## src/pkg/pwr_pkg.sv

```systemverilog
// Constants and types shared by the power mode controller
package pwr_pkg;

  // ******************************
  // Register offsets
  // ******************************
  localparam logic [7:0] power_control_addr = 8'h87;
  localparam logic [7:0] internal_osc_addr = 8'hb2;
  localparam logic [7:0] wake_cfg_addr = 8'hc0;
  localparam logic [7:0] mode_status_addr = 8'hc1;

  // ******************************
  // Field positions
  // ******************************
  localparam int idle_bit = 0;
  localparam int stop_bit = 1;
  localparam int suspend_bit = 5;
  localparam int cmp_wake_bit = 0;
  localparam int clock_detector_en_bit = 1;
  localparam int watchdog_en_bit = 2;
  localparam logic [5:0] flags_mask_hi = 6'h3f;

  // ******************************
  // Reset values
  // ******************************
  localparam logic [7:0] power_control_rst = 8'h00;
  localparam logic [7:0] internal_osc_rst = 8'h00;
  localparam logic [7:0] wake_cfg_rst = 8'h06;

  // ******************************
  // Timing
  // ******************************
  localparam int clk_mhz = 200;
  localparam int clock_detector_timeout_us = 100;
  localparam int clock_detector_cycles = clock_detector_timeout_us * clk_mhz;
  localparam int watchdog_cycles_default = 65536;

  // ******************************
  // Types
  // ******************************
  typedef enum logic [3:0] {
    st_run = 4'h1,
    st_idle = 4'h2,
    st_stop = 4'h4,
    st_suspend = 4'h8
  } mode_e;

  typedef struct packed {
    logic [7:0] addr;
    logic [7:0] wdata;
    logic wr;
    logic rd;
  } bus_req_s;

  typedef struct packed {
    logic port_match;
    logic timer3_ovf;
    logic cmp_low;
    logic irq;
  } wake_s;

  typedef struct packed {
    logic cpu_run;
    logic periph_run;
    logic hfosc_run;
    logic int_osc_run;
  } gate_s;

endpackage

```

## src/verilog/power_mode_control.sv

```systemverilog
// Low-power mode controller: idle, stop and suspend sequencing
//
// Summary of operation
// - Idle entered after setting instruction completes
// - Idle keeps registers and peripherals running
// - Interrupt or reset ends idle
// - Interrupt serviced, then resume after setter
// - Reset during idle restarts from vector
// - Enabled watchdog timeout resets out of idle
// - Stop halts oscillator, processor, digital peripherals
// - In stop only clock detector stays alive
// - Only reset leaves stop mode
// - Missing clock detector resets out of stop
// - Suspend halts processor and fast oscillator
// - Suspend keeps port match, and timer3 only when timer3_slow_clk is set
// - Three events end suspend
// - Suspend wake resumes after setter
// - Configured wake interrupt serviced after suspend
// - Idle and stop bits read zero
`timescale 1ns/1ps
module power_mode_control
  import pwr_pkg::*;
#(
  parameter int watchdog_cycles = watchdog_cycles_default
) (
  // Clock and reset
  input wire logic clk,
  input wire logic reset,
  // Register port
  input wire logic [7:0] addr,
  input wire logic [7:0] wdata,
  input wire logic wr,
  input wire logic rd,
  output logic [7:0] rdata,
  // Processor handshake
  input wire logic instr_done,
  input wire logic irq_pending,
  // Wake sources from pins
  input wire logic port_match,
  input wire logic timer3_ovf,
  input wire logic cmp_low,
  input wire logic timer3_slow_clk,
  // Gating outputs
  output logic cpu_run,
  output logic periph_run,
  output logic hfosc_run,
  output logic int_osc_run,
  output logic timer3_run,
  output logic port_match_run,
  output logic clock_detector_run,
  output logic irq_service,
  output logic soft_reset,
  output logic [3:0] mode_state
);

  // ******************************
  // Registers and wires
  // ******************************
  mode_e mode_r, mode_nxt;
  logic [5:0] gen_flags_r;
  logic [7:0] osc_r;
  logic [7:0] wake_cfg_r;
  logic idle_req_r, stop_req_r, susp_req_r;
  logic irq_svc_r;
  logic [3:0] wake_sync;
  wake_s wk;
  logic clock_detector_exp, watchdog_exp;
  logic wake_ev, susp_wake;
  logic watchdog_restart;
  bus_req_s req;

  assign req = '{addr: addr, wdata: wdata, wr: wr, rd: rd};

  function automatic logic hit(input bus_req_s r, input logic [7:0] a);
    hit = r.addr == a;
  endfunction

  // ******************************
  // Synchronise external wake pins
  // ******************************
  sync2 #(.width(4)) u_sync (
    .clk(clk),
    .reset(reset),
    .d({port_match, timer3_ovf, cmp_low, irq_pending}),
    .q(wake_sync)
  );
  assign wk = wake_s'(wake_sync);

  // ******************************
  // Watchdog and missing clock timers
  // ******************************
  assign watchdog_restart = req.wr && hit(req, wake_cfg_addr);

  timeout_cnt #(.limit(watchdog_cycles)) u_watchdog (
    .clk(clk),
    .reset(reset),
    .enable(wake_cfg_r[watchdog_en_bit] && mode_r == st_idle),
    .restart(watchdog_restart),
    .expired(watchdog_exp)
  );

  timeout_cnt #(.limit(clock_detector_cycles)) u_clock_detector (
    .clk(clk),
    .reset(reset),
    .enable(wake_cfg_r[clock_detector_en_bit] && mode_r == st_stop),
    .restart(1'b0),
    .expired(clock_detector_exp)
  );

  // ******************************
  // Register writes
  // ******************************
  always_ff @(posedge clk) begin
    if (reset) begin
      gen_flags_r <= power_control_rst[7:2];
      idle_req_r <= 1'b0;
      stop_req_r <= 1'b0;
    end else if (req.wr && hit(req, power_control_addr)) begin
      gen_flags_r <= wdata[7:2] & flags_mask_hi;
      stop_req_r <= wdata[stop_bit];
      idle_req_r <= wdata[idle_bit] && !wdata[stop_bit];
    end else if (mode_r == st_run && instr_done) begin
      idle_req_r <= 1'b0;
      stop_req_r <= 1'b0;
    end
  end

  always_ff @(posedge clk) begin
    if (reset) begin
      osc_r <= internal_osc_rst;
      susp_req_r <= 1'b0;
    end else if (req.wr && hit(req, internal_osc_addr)) begin
      osc_r <= wdata;
      susp_req_r <= wdata[suspend_bit];
    end else if (mode_r == st_suspend && susp_wake) begin
      osc_r[suspend_bit] <= 1'b0;
    end else if (mode_r == st_run && instr_done) begin
      susp_req_r <= 1'b0;
    end
  end

  always_ff @(posedge clk) begin
    if (reset) begin
      wake_cfg_r <= wake_cfg_rst;
    end else if (req.wr && hit(req, wake_cfg_addr)) begin
      wake_cfg_r <= wdata;
    end
  end

  // ******************************
  // Wake decode
  // ******************************
  assign wake_ev = wk.irq;
  assign susp_wake = wk.port_match || wk.timer3_ovf ||
    (wk.cmp_low && wake_cfg_r[cmp_wake_bit]);

  // ******************************
  // Mode sequencer
  // ******************************
  always_comb begin
    mode_nxt = mode_r;
    unique case (mode_r)
      st_run: begin
        if (instr_done && stop_req_r) begin
          mode_nxt = st_stop;
        end else if (instr_done && idle_req_r) begin
          mode_nxt = st_idle;
        end else if (instr_done && susp_req_r) begin
          mode_nxt = st_suspend;
        end
      end
      st_idle: begin
        if (wake_ev) begin
          mode_nxt = st_run;
        end
      end
      st_stop: begin
        mode_nxt = st_stop;
      end
      st_suspend: begin
        if (susp_wake) begin
          mode_nxt = st_run;
        end
      end
      default: begin
        mode_nxt = st_run;
      end
    endcase
    // Internal reset: mode_nxt returns to run, so gates and status follow
    if (soft_reset) begin
      mode_nxt = st_run;
    end
  end

  // Resets return to run; core restarts at its vector
  always_ff @(posedge clk) begin
    if (reset || soft_reset) begin
      mode_r <= st_run;
    end else begin
      mode_r <= mode_nxt;
    end
  end

  // ******************************
  // Internal reset requests
  // ******************************
  always_ff @(posedge clk) begin
    if (reset) begin
      soft_reset <= 1'b0;
    end else begin
      soft_reset <= (watchdog_exp && mode_r == st_idle) ||
        (clock_detector_exp && mode_r == st_stop);
    end
  end

  // ******************************
  // Interrupt service after wake
  // ******************************
  always_ff @(posedge clk) begin
    if (reset) begin
      irq_svc_r <= 1'b0;
    end else begin
      irq_svc_r <= (mode_r == st_idle && wake_ev) ||
        (mode_r == st_suspend && susp_wake && wk.irq);
    end
  end
  assign irq_service = irq_svc_r;

  // ******************************
  // Clock and block gating
  // ******************************
  always_ff @(posedge clk) begin
    if (reset) begin
      cpu_run <= 1'b1;
      periph_run <= 1'b1;
      hfosc_run <= 1'b1;
      int_osc_run <= 1'b1;
      timer3_run <= 1'b1;
      port_match_run <= 1'b1;
      clock_detector_run <= 1'b0;
    end else begin
      cpu_run <= mode_nxt == st_run;
      periph_run <= mode_nxt inside {st_run, st_idle};
      hfosc_run <= mode_nxt inside {st_run, st_idle};
      int_osc_run <= mode_nxt != st_stop;
      timer3_run <= mode_nxt inside {st_run, st_idle} ||
        (mode_nxt == st_suspend && timer3_slow_clk);
      port_match_run <= mode_nxt != st_stop;
      clock_detector_run <= wake_cfg_r[clock_detector_en_bit];
    end
  end

  always_ff @(posedge clk) begin
    if (reset) begin
      mode_state <= st_run;
    end else begin
      mode_state <= mode_nxt;
    end
  end

  // ******************************
  // Register reads
  // ******************************
  always_ff @(posedge clk) begin
    if (reset) begin
      rdata <= '0;
    end else if (req.rd) begin
      if (hit(req, power_control_addr)) begin
        rdata <= {gen_flags_r, 2'b00};
      end else if (hit(req, internal_osc_addr)) begin
        rdata <= osc_r;
      end else if (hit(req, wake_cfg_addr)) begin
        rdata <= wake_cfg_r;
      end else if (hit(req, mode_status_addr)) begin
        rdata <= {4'h0, mode_r};
      end else begin
        rdata <= '0;
      end
    end else begin
      rdata <= '0;
    end
  end

  // ******************************
  // Assertions
  // ******************************
  property p_idle_entry;
    @(posedge clk) disable iff (reset || soft_reset)
      (mode_r == st_run && instr_done && idle_req_r && !stop_req_r)
      |=> mode_r == st_idle;
  endproperty
  a_idle_entry: assert property (p_idle_entry)
    else $error("idle not entered");

  property p_idle_wake;
    @(posedge clk) disable iff (reset || soft_reset)
      (mode_r == st_idle && wake_ev) |=> (mode_r == st_run && irq_svc_r);
  endproperty
  a_idle_wake: assert property (p_idle_wake)
    else $error("idle wake failed");

  property p_stop_prio;
    @(posedge clk) disable iff (reset)
      (req.wr && hit(req, power_control_addr) && wdata[stop_bit])
      |=> !idle_req_r;
  endproperty
  a_stop_prio: assert property (p_stop_prio)
    else $error("idle set with stop");

  property p_stop_hold;
    @(posedge clk) disable iff (reset || soft_reset)
      (mode_r == st_stop && !reset && !soft_reset) |=> mode_r == st_stop;
  endproperty
  a_stop_hold: assert property (p_stop_hold)
    else $error("stop left without reset");

  property p_stop_gate;
    @(posedge clk) disable iff (reset)
      mode_r == st_stop |-> !cpu_run && !int_osc_run && !periph_run;
  endproperty
  a_stop_gate: assert property (p_stop_gate)
    else $error("stop gating wrong");

  property p_susp_wake;
    @(posedge clk) disable iff (reset || soft_reset)
      (mode_r == st_suspend && susp_wake) |=> ##[0:1] cpu_run;
  endproperty
  a_susp_wake: assert property (p_susp_wake)
    else $error("suspend wake failed");

  property p_susp_gate;
    @(posedge clk) disable iff (reset)
      mode_r == st_suspend |-> !cpu_run && !hfosc_run && port_match_run;
  endproperty
  a_susp_gate: assert property (p_susp_gate)
    else $error("suspend gating wrong");

  property p_read_zero;
    @(posedge clk) disable iff (reset)
      (req.rd && hit(req, power_control_addr)) |=> rdata[1:0] == 2'b00;
  endproperty
  a_read_zero: assert property (p_read_zero)
    else $error("mode bits read nonzero");

  property p_clock_detector_reset;
    @(posedge clk) disable iff (reset)
      (clock_detector_exp && mode_r == st_stop) |=>
        soft_reset ##1 mode_r == st_run;
  endproperty
  a_clock_detector_reset: assert property (p_clock_detector_reset)
    else $error("clock detector reset missing");

  c_idle: cover property (@(posedge clk) mode_r == st_idle ##1
    mode_r == st_run);
  c_stop: cover property (@(posedge clk) mode_r == st_stop);
  c_susp: cover property (@(posedge clk) mode_r == st_suspend ##1
    mode_r == st_run);
endmodule

```

## src/verilog/sync2.sv

```systemverilog
// Two-stage synchroniser for an external level
`timescale 1ns/1ps
module sync2 #(
  parameter int width = 4
) (
  // Clock and reset
  input wire logic clk,
  input wire logic reset,
  // Data
  input wire logic [width-1:0] d,
  output logic [width-1:0] q
);
  logic [width-1:0] meta_r;

  always_ff @(posedge clk) begin
    if (reset) begin
      meta_r <= '0;
      q <= '0;
    end else begin
      meta_r <= d;
      q <= meta_r;
    end
  end
endmodule

```

## src/verilog/timeout_cnt.sv

```systemverilog
// Reloadable up-counter that pulses on expiry
`timescale 1ns/1ps
module timeout_cnt #(
  parameter int limit = 20000
) (
  // Clock and reset
  input wire logic clk,
  input wire logic reset,
  // Control
  input wire logic enable,
  input wire logic restart,
  output logic expired
);
  logic [31:0] count_r;

  always_ff @(posedge clk) begin
    if (reset || !enable || restart) begin
      count_r <= '0;
      expired <= 1'b0;
    end else if (count_r == 32'(limit - 1)) begin
      count_r <= '0;
      expired <= 1'b1;
    end else begin
      count_r <= count_r + 32'h1;
      expired <= 1'b0;
    end
  end
endmodule

```

## config.mk

```make
export PLATFORM = sky130hd
export DESIGN_NAME = power_mode_control
export DESIGN_NICKNAME = d
export VERILOG_FILES = /design/src/pkg/pwr_pkg.sv /design/src/verilog/power_mode_control.sv /design/src/verilog/sync2.sv /design/src/verilog/timeout_cnt.sv
export SDC_FILE = /design/constraint.sdc
export NUM_CORES = 1
export LEC_CHECK = 0
export ABC_AREA = 1
export BUFFER_PORTS_ARGS = -buffer_cell sky130_fd_sc_hd__buf_2
export CAP_MARGIN = 20
export CORE_MARGIN = 2
export CORE_UTILIZATION = 40
export DETAILED_ROUTE_END_ITERATION = 7
export GPL_TIMING_DRIVEN = 0
export PLACE_DENSITY = 0.68
export REMOVE_ABC_BUFFERS = 1
export SLEW_MARGIN = 20
export SYNTH_ARGS = -nofsm -noshare
export SYNTH_HDL_FRONTEND = slang
export SYNTH_SLANG_ARGS = --single-unit
```

## constraint.sdc

```tcl
create_clock -name clk -period 1.9 [get_ports clk]
set_clock_uncertainty 0.05 [all_clocks]
set_input_delay 0 -clock clk [delete_from_list [all_inputs] [get_ports clk]]
set_output_delay 0 -clock clk [all_outputs]
set_load 0.05 [all_outputs]
```

### Word level (Yosys, flattened, before mapping)

Index checks and enable logic that the tools add are counted.

| word-level totals | value |
|---|---|
| bits in registers | 122 |
| input port bits | 26 |
| output and inout bits | 21 |
| logic and storage cells | 100 |

| operators by class | value |
|---|---|
| add/subtract/negate cells | 2 |
| equality and inequality tests | 15 |
| mux-type cells | 20 |
| bitwise logic cells | 1 |
| reductions and logical operators | 38 |

Operators by type and width:

| kind | count |
|---|---|
| adder 32 x 1 -> 32 bit (second input constant) | 2 |
| == test 32 x 15 -> 1 bit (second input constant) | 1 |
| == test 32 x 16 -> 1 bit (second input constant) | 1 |
| == test 8 bit (second input constant) | 4 |
| 2-to-1 mux 4 bit | 7 |
| 2-to-1 mux 8 bit | 3 |
| logical AND 1 bit | 17 |
| case mux 4 bit (4 select lines) | 1 |
| logical OR 1 bit | 9 |
| 2-to-1 mux 1 bit | 9 |
| == test 4 x 1 -> 1 bit (second input constant) | 2 |
| == test 4 x 2 -> 1 bit (second input constant) | 2 |
| == test 4 bit (second input constant) | 2 |
| nonzero test 2 bit | 4 |
| OR reduction 2 bit | 3 |
| == test 4 x 3 -> 1 bit (second input constant) | 1 |
| != test 4 x 3 -> 1 bit (second input constant) | 1 |
| logical NOT 1 bit | 3 |
| OR reduction 3 bit | 1 |
| != test 2 bit (second input constant) | 1 |
| AND reduction 2 bit | 1 |
| NOT 1 bit | 1 |

### Logic depth before layout (Yosys ltp)

| depth | value |
|---|---|
| depth after elaboration | 9 |
| mapped depth | 11 |
| mapped depth without buffers | 10 |

### By module

Synthesis repeated with hierarchy kept, for this count alone.

| second synthesis, totals | value |
|---|---|
| cell total of the unflattened synthesis | 924 |
| area total of the unflattened synthesis | 6157.2 um2 |

By module, submodules not included:

| module | times used | cells an instance | area an instance (um2) | sequential area each (um2) |
|---|---|---|---|---|
| power_mode_control | 1 | 303 | 2189.6 | 960.9 |
| timeout_cnt at u_clock_detector | 1 | 306 | 1889.3 | 660.6 |
| timeout_cnt at u_watchdog | 1 | 290 | 1846.8 | 660.6 |
| sync2 | 1 | 25 | 231.5 | 160.2 |

### Worst setup path before layout

Ideal clock, no wire load.

| timing | value |
|---|---|
| kind | flip-flop to flip-flop |
| start point | reg u_watchdog.count_r[0] |
| end point | reg u_watchdog.count_r[21] |
| setup time | 0.107 ns |
| data arrival time | 1.459 ns |
| required time | 1.743 ns |
| setup slack | 0.284 ns |
| stages on the path, launching flop included | 12 |
| path buffers | 1 |
| period minus slack after synthesis | 1.616 ns |
| cell sequence | dfxtp_1 -> ha_1 -> nand3_2 -> inv_2 -> nand2_4 -> nor2_4 -> nand3_4 -> nand2_8 -> inv_4 -> buf_8 -> nand2_2 -> inv_2 |

| between the ends | value |
|---|---|
| longest elaborated chain between the ends | 2 |
| elaborated cells between the ends (all ways) | 3 |
| those cells by class | add/sub (1); eq/ne (1); reduce/logical (1) |

RTL lines:

| item | line | source |
|---|---|---|
| from (decl) | timeout_cnt.sv:14 | `logic [31:0] count_r;` |
| from (signal assigned) | timeout_cnt.sv:24 | `count_r <= count_r + 32'h1;` |
| branches (longest 2 deep; another with adder 32 x 1 -> 32 bit) | -- |  |

Parallel ways; which one is timed is not known.
A chain may end at the register's enable or synchronous reset.

### Worst setup path after layout

| timing | value |
|---|---|
| start point | reg u_watchdog.count_r[0] |
| end point | reg u_watchdog.expired |

| between the ends | value |
|---|---|
| longest elaborated chain between the ends | 2 |

RTL lines:

| item | line | source |
|---|---|---|
| == test 32 x 16 -> 1 bit | timeout_cnt.sv:20 | `end else if (count_r == 32'(limit - 1)) begin` |
| 2-to-1 mux 1 bit | timeout_cnt.sv:20 |  |
| to (signal assigned) | timeout_cnt.sv:19 | `expired <= 1'b0;` |
| to (signal assigned) | timeout_cnt.sv:22 | `expired <= 1'b1;` |
| to (signal assigned) | timeout_cnt.sv:25 | `expired <= 1'b0;` |
| to (decl) | timeout_cnt.sv:12 | `output logic expired` |

No other way between the ends.

==> flow_summary.json <==
{
  "final_antenna_net_count": 0,
  "timing.hold.worst.class": "in2reg",
  "placement.io_buffers": 46,
  "netlist_instances": 886,
  "maxSlewViolCount": 0,
  "clock_tree.buffer_depth": 2,
  "crit_arrival_ps": 2020,
  "clock_root_buffer": "sky130_fd_sc_hd__clkbuf_16",
  "cts.sinks": 122,
  "yosys_reg_bits": 122,
  "floorplan.rows": 44,
  "place_congestion": 0.9359,
  "grt_pass1_vias": 5342,
  "num_vias": 5603,
  "cellPowerDensity_mw_per_mm2": 849.3,
  "hold_violations": 0,
  "layoutNonFillerInstCount": 1174,
  "grt_first_pass_wirelength_mm": 24.11,
  "die-width_um": 126.3,
  "route.detailed.drc": 0,
  "iteration_0_drc_markers": 371,
  "initial_core_util_pct": 41.01,
  "top_level_ports": 47,
  "finalCoreUtilization_pct": 50.97,
  "synth_async_sr_flop_share_pct": 0,
  "detail_route.first_pass.iterations": 5,
  "relSlewSlack_pct": 45.62,
  "slowest_delay_ps": 370,
  "dp.final_hpwl_mm": 9.637,
  "antenna_found_initial": 0,
  "synth_ff_type": "sky130_fd_sc_hd__dfxtp_1",
  "synth_enable_flop_cells": 0,
  "worstSetupPathType": "reg2reg",
  "p_leak_nw": 2.859,
  "num-nets-final": 1005,
  "via_per_inst": 4.773,
  "cp_cell_sequence": "ha_2 > nand3_2 > nor2_2 > nand4_1 > nor4_1",
  "syn-mean-instance-area_um2": 6.753,
  "cpMaxStageDelayCell": "sky130_fd_sc_hd__dfxtp_1",
  "max_slew.worst_pin.slew_ps": 814.9,
  "numCtsBuffers": 17,
  "final_layout_size_suffix_gt1_share_pct": 14.44,
  "total_power_mw": 6.315,
  "detailed_route_wire_length_per_cell_um": 11.76,
  "maximum_number_of_pins_on_one_net_before_global_route_repair": 31,
  "detail_route.wirelength_mm": 13.80,
  "layout-area-overhead-vs-synth_pct": 24.28,
  "core_area_mm2": 0.01459,
  "fp.dieH_um": 126.3,
  "cp-end-kind": "register",
  "syn-cell-area_mm2": 0.005983,
  "final_critical_path_setup_slack_ps": 146.1,
  "place_ws_ps": -273.9,
  "synthDistinctLibCells": 37,
  "placedCellCount": 1102,
  "post-route-min-period_ps": 1754,
  "final-setup-viol-count": 0,
  "grt-ovfl-total": 0,
  "worstPathMaxFanout": 5,
  "worst_skew_late_latency_ps": 410,
  "status": "completed",
  "period_share_pct": 92.31,
  "synthesis.yosys.warnings": 0,
  "all_layer_global_routing_usage_pct": 18.23,
  "critPathRequiredTime_ps": 2160,
  "vdd_ir_drop_max_mv": 0.6831,
  "cts_h_tree_lvls": 4,
  "cp-start-kind": "register",
  "share_of_synthesized_area_occupied_by_flip_flops_and_latches_pct": 40.82,
  "worst_hold_margin_ps": 42.70,
  "antenna_cells_inserted": 0,
  "max_freq_ghz": 0.5702,
  "path_clk_slew_ps": 50,
  "die_area_mm2": 0.01595,
  "drv_cap": 0,
  "cts_tree": "built"
}
## synth_stat cells (2+ instances only)
cell type	n	area share [%]
sky130_fd_sc_hd__inv_1	113	7.1
sky130_fd_sc_hd__nand2_1	217	14
sky130_fd_sc_hd__buf_4	3	0.38
sky130_fd_sc_hd__nor2_2	5	0.52
sky130_fd_sc_hd__nor3_2	4	0.67
sky130_fd_sc_hd__nand3_1	73	6.1
sky130_fd_sc_hd__nor3_1	22	1.8
sky130_fd_sc_hd__xnor2_1	5	0.73
sky130_fd_sc_hd__a211oi_1	2	0.25
sky130_fd_sc_hd__a21oi_1	39	3.3
sky130_fd_sc_hd__buf_2	5	0.42
sky130_fd_sc_hd__a31oi_1	3	0.31
sky130_fd_sc_hd__nand3_2	4	0.67
sky130_fd_sc_hd__nor2_4	9	1.7
sky130_fd_sc_hd__inv_2	9	0.56
sky130_fd_sc_hd__and3_1	2	0.21
sky130_fd_sc_hd__dfxtp_1	122	41
sky130_fd_sc_hd__clkbuf_1	5	0.31
sky130_fd_sc_hd__nand4_1	19	2.0
sky130_fd_sc_hd__o21ai_0	26	2.2
sky130_fd_sc_hd__nor2_1	150	9.4
sky130_fd_sc_hd__nand3b_1	4	0.50
sky130_fd_sc_hd__xor2_1	16	2.3
sky130_fd_sc_hd__nand2_4	3	0.56
sky130_fd_sc_hd__nand2_2	13	1.4
sky130_fd_sc_hd__ha_1	2	0.42
## logic make-up (layout without fill, tap and decap cells)
family	Yosys count	after routing	synth area share, %
xor+xnor	21	21	3.074
flops	122	122	40.82
fa+ha+maj	2	2	0.4182
buf+inv	138	242	9.180
simple gates	530	530	40.09
compound gates	73	73	6.420
## per-stage QoR
stage / instance area [um2] / setup TNS (ps)
2_1_floorplan: 5902 / 0
3_3_place_gp: 6362 / -5182
5_1_grt: 7436 / -0.3568
3_5_place_dp: 6362 / -5426
6_report: 7436 / 0
4_1_cts: 7356 / 0
## flip-flops by register name (all words and copies together) (netlist names), 6 cells and up
signal,count
gen_flags_r,6
osc_r,8
rdata,8
u_clock_detector.count_r,32
u_watchdog.count_r,32
wake_cfg_r,8
## worst max-delay path: cells and delay by family, from the launching register on
| family | cells | cell delay [ps] |
|---|---|---|
| flip-flops | 1 | 370 |
| AND/OR/NAND/NOR | 4 | 1000 |
| adder cells (fa/ha/maj) | 1 | 220 |
## timing repair
item / CTS / global route
endpoints found under the setup margin: 24 / 39
endpoints found under the hold margin: 45 / 0
buffers inserted: 0 / 7
gates resized for setup: 3 / 7
gates cloned: 0 / 0
hold buffers: 33 / 0
pin swaps: 0 / 2
## path summary, 6_finish.rpt
| path | startpoint | end | slack, ps | depth (start not counted) |
|---|---|---|---|---|
| worst max-delay path | u_watchdog.count_r[0]$_SDFF_PP0_ | u_watchdog.expired$_SDFF_PP0_ | 150 | 5 |
| worst min-delay path | addr[6] | rdata[6]$_SDFF_PP0_ | 40 | 5 |
| worst max register to register | u_watchdog.count_r[0]$_SDFF_PP0_ | u_watchdog.expired$_SDFF_PP0_ | 150 | 5 |
| worst min register to register | u_sync.meta_r[0]$_SDFF_PP0_ | u_sync.q[0]$_SDFF_PP0_ | 350 | 2 |
## cell type report
class                      count  area (um2)
fill                        1369        7153
multi-input combinational    626        3028
sequential                   122        2444
timing repair buffer          86       613.1
inverter                     124       467.9
clock buffer                  20       466.7
tap                          184       230.2
clock inverter                12       186.4
## layout by cell type (no fill, tap or decap), types with 16 or more instances in the layout
master / instances
sky130_fd_sc_hd__a21oi_1: 39
sky130_fd_sc_hd__buf_2: 46
sky130_fd_sc_hd__clkbuf_16: 17
sky130_fd_sc_hd__dfxtp_1: 121
sky130_fd_sc_hd__dlygate4sd3_1: 33
sky130_fd_sc_hd__inv_1: 113
sky130_fd_sc_hd__nand2_1: 216
sky130_fd_sc_hd__nand3_1: 73
sky130_fd_sc_hd__nand4_1: 19
sky130_fd_sc_hd__nor2_1: 147
sky130_fd_sc_hd__nor3_1: 22
sky130_fd_sc_hd__o21ai_0: 26
sky130_fd_sc_hd__xor2_1: 16
## layer usage
layer	GRT usage [%]	part of all wire, %
met1	23.44	48
met2	29.79	46
met3	4.682	3.9
met4	6.464	1.9
met5	0	0
## power by group
| part | switching, mW | internal [mW] | leakage, nW |
|---|---|---|---|
| clock network | 1.20 | 2.32 | 0.315 |
| logic | 0.123 | 0.0871 | 1.56 |
| registers | 0.00851 | 2.58 | 0.985 |
| total | 1.33 | 4.98 | 2.86 |
Note: power is estimated with default switching activity, not from simulation.
